===== src/tc_pkg.sv =====
// constants, register map and state types for the 16-bit timer with capture
package tc_pkg;

  // =====================================================
  // register locations on the byte-wide i/o port
  localparam logic [3:0] TC_ADR_CTRL_A = 4'h0;
  localparam logic [3:0] TC_ADR_CTRL_B = 4'h1;
  localparam logic [3:0] TC_ADR_CTRL_C = 4'h2;
  localparam logic [3:0] TC_ADR_CNT_LO = 4'h4;
  localparam logic [3:0] TC_ADR_CNT_HI = 4'h5;
  localparam logic [3:0] TC_ADR_CAP_LO = 4'h6;
  localparam logic [3:0] TC_ADR_CAP_HI = 4'h7;
  localparam logic [3:0] TC_ADR_FLAGS = 4'h8;
  localparam logic [3:0] TC_ADR_MASK = 4'h9;

  // =====================================================
  // field positions
  localparam int TC_CTA_WGM_LSB = 0;
  localparam int TC_CTB_CS_LSB = 0;
  localparam int TC_CTB_WGM_LSB = 3;
  localparam int TC_CTB_EDGE_BIT = 6;
  localparam int TC_CTB_FILT_BIT = 7;
  localparam int TC_CTC_SRC_LSB = 0;
  localparam int TC_CTC_RTG_BIT = 2;
  localparam int TC_FLG_WRAP_BIT = 0;
  localparam int TC_FLG_CAP_BIT = 5;

  // =====================================================
  // modes and fixed values
  localparam logic [2:0] TC_CS_STOP = 3'h0;
  localparam logic [2:0] TC_CS_SYSCLK = 3'h1;
  localparam logic [1:0] TC_SRC_PIN_A = 2'h0;
  localparam logic [1:0] TC_SRC_PIN_B = 2'h1;
  localparam logic [1:0] TC_SRC_COMP = 2'h2;
  localparam logic [3:0] TC_WGM_PC_CAP = 4'h8;
  localparam logic [3:0] TC_WGM_PFC_CAP = 4'ha;
  localparam logic [3:0] TC_WGM_CTC_CAP = 4'hc;
  localparam logic [3:0] TC_WGM_FAST_CAP = 4'he;
  localparam logic [15:0] TC_FIXED_TOP = 16'hffff;
  localparam logic [15:0] TC_BOTTOM = 16'h0000;
  localparam int TC_FILT_SAMPLES = 4;

  // =====================================================
  // carriers and state
  typedef struct packed {
    logic rd;
    logic wr;
    logic [3:0] addr;
    logic [7:0] wdata;
  } tc_io_req_t;

  typedef struct packed {
    logic [7:0] ctrl_a;
    logic [7:0] ctrl_b;
    logic [7:0] ctrl_c;
    logic [7:0] mask;
    logic [7:0] temp;
    logic [15:0] cnt;
    logic [15:0] icr;
    logic dir_down;
    logic wrap_f;
    logic cap_f;
    logic [2:0] s1;
    logic [2:0] s2;
    logic [2:0] s3;
    logic [2:0] stab;
    logic [TC_FILT_SAMPLES-1:0] smp;
    logic filt;
    logic prev;
    logic [7:0] rdata;
    logic cap_irq;
    logic wrap_irq;
    logic at_top;
    logic at_bot;
  } tc_state_t;

  localparam tc_state_t TC_STATE_RST = '0;

endpackage


===== src/tc_timer16_capture.sv =====
// 16-bit bidirectional timer/counter with input capture unit
`timescale 1ns/1ps
// Overview of operation
// - counter seen as two bytes, high via temp
// - low read/write moves high byte through temp
// - clock select zero stops counter, access stays
// - cpu write beats clear and count
// - tick clears, increments or decrements; top, bottom
// - four-bit mode split across two controls
// - wrap flag set per mode, raises interrupt
// - capture pin retrigger acts like top
// - qualified edge copies counter into capture register
// - capture flag set with the capture copy
// - flag interrupt, cleared by ack or one
// - capture low read fills temp for high
// - capture register writable only in capture-top modes
// - pins a and b are trigger sources
// - source change may capture; software clears flag
// - filter output changes after four equal samples
// - filter enable bit, system clock, four cycles
// - capture inputs idle in capture-top modes
// - pin driven by port still captures
// - new capture overwrites unread value
// - retrigger ors capture into top
module tc_timer16_capture (
  input wire logic clk,
  input wire logic sys_rst,
  input wire tc_pkg::tc_io_req_t io_req,
  input wire logic prescale_tick,
  input wire logic capture_pin_a,
  input wire logic capture_pin_b,
  input wire logic comparator_output,
  input wire logic capture_irq_ack,
  input wire logic wrap_irq_ack,
  output logic [7:0] io_rdata,
  output logic capture_irq,
  output logic wrap_irq,
  output logic top_ind,
  output logic bottom_ind
);

  tc_pkg::tc_state_t q;
  tc_pkg::tc_state_t d;

  // =====================================================
  // decoded controls
  logic [3:0] waveform_mode_field;
  logic [2:0] tick_source_select;
  logic [1:0] src_sel;
  logic filter_enable;
  logic edge_rising;
  logic retrig_en;
  logic cap_top_mode;
  logic dual_slope;
  logic timer_tick;
  logic [15:0] top_val;
  logic sel_in;
  logic cap_ev;
  logic retrigger_request;
  logic top_hit;
  logic wr_cnt_lo;
  logic wr_cap_lo;
  logic rd_cnt_lo;
  logic rd_cap_lo;

  assign waveform_mode_field = {q.ctrl_b[tc_pkg::TC_CTB_WGM_LSB+:2],
                                q.ctrl_a[tc_pkg::TC_CTA_WGM_LSB+:2]};
  assign tick_source_select = q.ctrl_b[tc_pkg::TC_CTB_CS_LSB+:3];
  assign src_sel = q.ctrl_c[tc_pkg::TC_CTC_SRC_LSB+:2];
  assign filter_enable = q.ctrl_b[tc_pkg::TC_CTB_FILT_BIT];
  assign edge_rising = q.ctrl_b[tc_pkg::TC_CTB_EDGE_BIT];
  assign retrig_en = q.ctrl_c[tc_pkg::TC_CTC_RTG_BIT];

  assign cap_top_mode = (waveform_mode_field == tc_pkg::TC_WGM_PC_CAP) ||
                        (waveform_mode_field == tc_pkg::TC_WGM_PFC_CAP) ||
                        (waveform_mode_field == tc_pkg::TC_WGM_CTC_CAP) ||
                        (waveform_mode_field == tc_pkg::TC_WGM_FAST_CAP);
  assign dual_slope = (waveform_mode_field == tc_pkg::TC_WGM_PC_CAP) ||
                      (waveform_mode_field == tc_pkg::TC_WGM_PFC_CAP);
  assign top_val = cap_top_mode ? q.icr : tc_pkg::TC_FIXED_TOP;

  // stopped when select is zero, else system clock or prescaled tick
  assign timer_tick = (tick_source_select == tc_pkg::TC_CS_SYSCLK) ||
                      ((tick_source_select != tc_pkg::TC_CS_STOP) &&
                       prescale_tick);

  // source mux on synchronised levels
  assign sel_in = (src_sel == tc_pkg::TC_SRC_PIN_B) ? q.stab[1] :
                  (src_sel == tc_pkg::TC_SRC_COMP) ? q.stab[2] :
                  q.stab[0];

  assign cap_ev = (q.filt != q.prev) && (q.filt == edge_rising) &&
                  !cap_top_mode;
  assign retrigger_request = retrig_en && cap_ev &&
                             (src_sel != tc_pkg::TC_SRC_COMP);
  assign top_hit = (q.cnt == top_val) || retrigger_request;

  assign wr_cnt_lo = io_req.wr && (io_req.addr == tc_pkg::TC_ADR_CNT_LO);
  assign wr_cap_lo = io_req.wr && (io_req.addr == tc_pkg::TC_ADR_CAP_LO);
  assign rd_cnt_lo = io_req.rd && (io_req.addr == tc_pkg::TC_ADR_CNT_LO);
  assign rd_cap_lo = io_req.rd && (io_req.addr == tc_pkg::TC_ADR_CAP_LO);

  // =====================================================
  // next state
  always_comb begin
    d = q;
    // three-stage sync, level accepted when stages two and three agree
    d.s1 = {comparator_output, capture_pin_b, capture_pin_a};
    d.s2 = q.s1;
    d.s3 = q.s2;
    d.stab = (q.s2 & q.s3) | (q.stab & (q.s2 | q.s3));
    // filter and edge detector, frozen in capture-top modes
    d.prev = q.filt;
    if (!cap_top_mode) begin
      d.smp = {q.smp[tc_pkg::TC_FILT_SAMPLES-2:0], sel_in};
      if (!filter_enable) begin
        d.filt = sel_in;
      end else if (&q.smp) begin
        d.filt = 1'b1;
      end else if (~|q.smp) begin
        d.filt = 1'b0;
      end
    end

    // control registers
    if (io_req.wr) begin
      if (io_req.addr == tc_pkg::TC_ADR_CTRL_A) begin
        d.ctrl_a = io_req.wdata;
      end else if (io_req.addr == tc_pkg::TC_ADR_CTRL_B) begin
        d.ctrl_b = io_req.wdata;
      end else if (io_req.addr == tc_pkg::TC_ADR_CTRL_C) begin
        d.ctrl_c = io_req.wdata;
      end else if (io_req.addr == tc_pkg::TC_ADR_MASK) begin
        d.mask = io_req.wdata;
      end else if (io_req.addr == tc_pkg::TC_ADR_CNT_HI ||
                   io_req.addr == tc_pkg::TC_ADR_CAP_HI) begin
        d.temp = io_req.wdata;
      end
    end
    if (rd_cnt_lo) begin
      d.temp = q.cnt[15:8];
    end else if (rd_cap_lo) begin
      d.temp = q.icr[15:8];
    end

    // counter: cpu write first, then the tick
    if (wr_cnt_lo) begin
      d.cnt = {q.temp, io_req.wdata};
    end else if (timer_tick) begin
      if (!dual_slope) begin
        d.cnt = top_hit ? tc_pkg::TC_BOTTOM : q.cnt + 16'h0001;
      end else if (!q.dir_down) begin
        if (top_hit) begin
          d.dir_down = 1'b1;
          d.cnt = q.cnt - 16'h0001;
        end else begin
          d.cnt = q.cnt + 16'h0001;
        end
      end else if (q.cnt == tc_pkg::TC_BOTTOM) begin
        d.dir_down = 1'b0;
        d.cnt = q.cnt + 16'h0001;
      end else begin
        d.cnt = q.cnt - 16'h0001;
      end
    end

    // capture register: event overwrites, cpu write in capture-top only
    if (cap_ev) begin
      d.icr = q.cnt;
    end else if (wr_cap_lo && cap_top_mode) begin
      d.icr = {q.temp, io_req.wdata};
    end

    // flags: set wins over clear
    d.cap_f = q.cap_f && !capture_irq_ack &&
              !(io_req.wr && io_req.addr == tc_pkg::TC_ADR_FLAGS &&
                io_req.wdata[tc_pkg::TC_FLG_CAP_BIT]);
    if (cap_ev) begin
      d.cap_f = 1'b1;
    end
    d.wrap_f = q.wrap_f && !wrap_irq_ack &&
               !(io_req.wr && io_req.addr == tc_pkg::TC_ADR_FLAGS &&
                 io_req.wdata[tc_pkg::TC_FLG_WRAP_BIT]);
    if (!wr_cnt_lo && timer_tick) begin
      if (!dual_slope && top_hit) begin
        d.wrap_f = 1'b1;
      end else if (dual_slope && q.dir_down &&
                   q.cnt == tc_pkg::TC_BOTTOM) begin
        d.wrap_f = 1'b1;
      end
    end

    d.cap_irq = d.cap_f && q.mask[tc_pkg::TC_FLG_CAP_BIT];
    d.wrap_irq = d.wrap_f && q.mask[tc_pkg::TC_FLG_WRAP_BIT];
    d.at_top = (d.cnt == top_val);
    d.at_bot = (d.cnt == tc_pkg::TC_BOTTOM);

    // registered read data
    if (io_req.rd) begin
      if (io_req.addr == tc_pkg::TC_ADR_CTRL_A) begin
        d.rdata = q.ctrl_a;
      end else if (io_req.addr == tc_pkg::TC_ADR_CTRL_B) begin
        d.rdata = q.ctrl_b;
      end else if (io_req.addr == tc_pkg::TC_ADR_CTRL_C) begin
        d.rdata = q.ctrl_c;
      end else if (io_req.addr == tc_pkg::TC_ADR_CNT_LO) begin
        d.rdata = q.cnt[7:0];
      end else if (io_req.addr == tc_pkg::TC_ADR_CAP_LO) begin
        d.rdata = q.icr[7:0];
      end else if (io_req.addr == tc_pkg::TC_ADR_CNT_HI ||
                   io_req.addr == tc_pkg::TC_ADR_CAP_HI) begin
        d.rdata = q.temp;
      end else if (io_req.addr == tc_pkg::TC_ADR_FLAGS) begin
        d.rdata = 8'h00;
        d.rdata[tc_pkg::TC_FLG_CAP_BIT] = q.cap_f;
        d.rdata[tc_pkg::TC_FLG_WRAP_BIT] = q.wrap_f;
      end else if (io_req.addr == tc_pkg::TC_ADR_MASK) begin
        d.rdata = q.mask;
      end else begin
        d.rdata = 8'h00;
      end
    end
  end

  always_ff @(posedge clk) begin
    if (sys_rst) begin
      q <= tc_pkg::TC_STATE_RST;
    end else begin
      q <= d;
    end
  end

  assign io_rdata = q.rdata;
  assign capture_irq = q.cap_irq;
  assign wrap_irq = q.wrap_irq;
  assign top_ind = q.at_top;
  assign bottom_ind = q.at_bot;
endmodule


===== config.mk =====
export PLATFORM = sky130hd
export DESIGN_NAME = tc_timer16_capture
export DESIGN_NICKNAME = d
export VERILOG_FILES = /design/src/tc_pkg.sv /design/src/tc_timer16_capture.sv
export SDC_FILE = /design/constraint.sdc
export NUM_CORES = 1
export LEC_CHECK = 0
export CORE_MARGIN = 3
export CORE_UTILIZATION = 31
export CTS_CLUSTER_DIAMETER = 30
export DETAILED_ROUTE_END_ITERATION = 16
export DONT_BUFFER_PORTS = 1
export SLEW_MARGIN = 20
export SYNTH_ARGS = -nofsm -noshare
export SYNTH_HDL_FRONTEND = slang
export SYNTH_SLANG_ARGS = --single-unit

===== constraint.sdc =====
create_clock -name clk -period 3.1 [get_ports clk]
set_input_delay 0.31 -clock clk [delete_from_list [all_inputs] [get_ports clk]]
set_output_delay 0.31 -clock clk [all_outputs]
set_load 0.01 [all_outputs]

==> flow_summary.toml <==
[status]
status = "finished with violations"
violations = "setup timing"

[setup_path]
path_cells = "or4_4 -> or4_4 -> o21a_1 -> or3_4 -> a32oi_2 -> a211oi_2 -> xor2_1 -> or3_1 -> mux2i_1 -> o21ai_2 -> a2111oi_2"
cp_max_fo = 6
cpPeakStageDelay_ps = 530
cp_slowest_cell = "or4_4"
critical_path.top_delay_family = "simple AND/OR/NAND/NOR gates"
crit_arrival_ps = 3590
cp-end-kind = "flip-flop"
crit_required_ps = 3360
crit_buf_inv = 0
critPathLaunchType = "flip-flop"
critPathKind = "flip-flop to flip-flop"
cp_common_cell = "or4_4"

[pwr]
p_sw_mw = 0.940
switching_share = 0.289
clkPwrFrac = 0.359
p_seq_frac = 0.441
pwr-share-comb = 0.199
power.leakage_nw = 3.16
powerDensity_nw_per_um2 = 402
peakVddDrop_mv = 0.236
internal-power_mw = 2.32
p_total_mw = 3.26

[floorplan]
fp.dieW_um = 151
dieArea_sq_um = 22900
initial_core_util = 0.320
boundaryPins = 34
coreArea_sq_um = 20500
fp.dieH_um = 151
num_rows = 52

[clock_network]
cts_tree = "yes"
clock_path_buffers = 2
clkTransAtPathRegs_ps = 80
clock_latency_ps = 360
cts_root_buf = "clkbuf_16"
clkSinkCount = 105
numCtsBuffers = 9
ctsHtreeMaxLevel = 3

[yosys]
ys_seq_area_frac = 0.321
netlist_instances = 847
synth_cell_types = 70
synth_top_area_frac = 0.321
ys_warn_count = 0
synth.most_common_cell = "nor2_1"
synth_nets = 872
async_reset_ff_frac = 0
syn_area_sq_um = 6560
synthTopCellsByCount = "nor2_1, dfxtp_1, nand2_1, a21oi_1, mux2i_1"
synth_area_per_cell_sq_um = 7.74
ys_seq_elements = 105
synth_top_area_cell = "dfxtp_1"
yosys-top-cells-area = "dfxtp_1, mux2i_1, nor2_1, a21oi_1, nand2_1"
synth_enable_flop_cells = 0
ys.flop_type = "dfxtp_1"

[detailed_routing]
routedWlPerCell_um = 19.8
drt_first_pass_iters = 6
drt-total-wl_um = 23600
vias = 6792
dr.first_iter.drc_count = 674
ant_nets = 0
viasPerCell = 5.71
drc = 0

[layout]
syn_to_final_growth_pct = 23.4
fill_cells = 2073
antenna_cells = 0
instances_no_fill = 1190
final_core_util = 0.395
nets = 940
drive_gt1_frac = 0.224

[grt]
antenna_found_initial = 0
top_usage_layer = "met2"
grt_util_met1 = 0.276
overflow = 0
use_met2 = 0.323
grt_pass1_wl_um = 35800
grt_max_degree = 104
first_global_vias = 6258
track_usage = 0.203
grt_util_met3 = 0.0359

[timing]
whs_ps = 33.0
final-setup-viol-count = 2
slew_headroom = 0.296
post-route-min-period_ps = 3330
layout_setup_ws_ps = -229
fmax_mhz = 300
min_period_over_period = 1.07
finalHoldViolCount = 0
finalClockSkew_ps = 11.3
worst_pin_slew_ps = 1050
rsz0062_at_grt = "yes"
drv_slew = 0

[placement]
dp_slack_ps = -315
routabilityCongestion = 0.981
dpl.cell_count = 1172
io_buffer_count = 0
dp_hpwl_um = 17400

[run]
maxCapViolCount = 0

[worst_hold_path]
worstHoldPathType = "primary input to flip-flop"
through the flow:
step,TNS [ps],area [sq um]
2_1_floorplan,-244,6560
6_report,-453,8090
3_3_place_gp,-426,7600
4_1_cts,-371,8010
3_5_place_dp,-606,7600
5_1_grt,-657,8090
state kept, by name, summed over array words and instances (netlist names):
register,cells
capture_irq,1
filter_enable,1
io_rdata,8
edge_rising,1
d,7
bottom_ind,1
top_ind,1
wrap_irq,1
q,84
power by group through the flow:
stage | clock [mW] | combinational [mW] | sequential [mW]
global route | 1.23 | 0.705 | 1.44
finish | 1.17 | 0.649 | 1.44
floorplan | 0 | 0.417 | 1.44
global placement | 0 | 0.609 | 1.47
detailed placement | 0 | 0.606 | 1.47
CTS | 1.19 | 0.622 | 1.43
worst paths after layout:
check	start	end	slack, ps	cells after the start
setup reg to reg	q[57]$_SDFF_PP0_	top_ind$_SDFF_PP0_	-230	11
hold / removal	sys_rst	q[62]$_SDFF_PP0_	30	1
hold reg to reg	d[25]$_SDFF_PP0_	d[22]$_SDFF_PP0_	440	1
setup / recovery	q[57]$_SDFF_PP0_	top_ind$_SDFF_PP0_	-230	11
cell usage in the layout, fill, tap and decap left out, types with 15 or more instances in the layout:
master | synthesis | layout
nor2_1 | 110 | 109
nand2_1 | 89 | 88
a21oi_1 | 69 | 68
dfxtp_1 | 105 | 102
xnor2_1 | 15 | 15
buf_4 | 11 | 131
o21ai_0 | 30 | 29
mux2i_1 | 53 | 52
a211oi_1 | 19 | 19
nor2b_1 | 29 | 28
nor3_1 | 26 | 22
layout make-up:
| cell class | instances | area (sq um) | share of cell area |
|---|---|---|---|
| clock inverters | 4 | 32.5 | 0.00402 |
| repair buffers | 136 | 1070 | 0.133 |
| clock buffers | 12 | 267 | 0.0329 |
| well taps | 270 | 338 | 0.0417 |
| flip-flops and latches | 105 | 2110 | 0.260 |
| multi-input cells | 652 | 4230 | 0.523 |
| inverters | 11 | 41.3 | 0.00510 |
cell families after synthesis:
group / Yosys count / share of synthesized area
adder cells (fa/ha/maj): 3 / 0.00572
flip-flops: 105 / 0.321
buffers and inverters: 90 / 0.0616
XOR/XNOR: 25 / 0.0334
AO/OA/AOI/OAI: 224 / 0.236
AND/OR/NAND/NOR: 344 / 0.257
multiplexers: 56 / 0.0861
worst reg2reg max path: stages (launching register included):
cell	delay [ps]
dfxtp_1	310
or4_4	530
or4_4	490
o21a_1	220
or3_4	360
a32oi_2	200
a211oi_2	110
xor2_1	150
or3_1	320
mux2i_1	170
o21ai_2	110
a2111oi_2	270
timing repair:
action / CTS / global route
buffers inserted: 1 / 1
setup endpoints to repair: 2 / 3
gates resized for setup: 19 / 17
hold buffers: 0 / 0
pin swaps: 3 / 12
metal layers:
layer	vias to the layer above	part of all wire
met2	286	0.46
met4	0	0.030
met1	3264	0.43
met5	-	0
met3	43	0.081
li1	3199	-
Power figures use the tool's default switching activity.
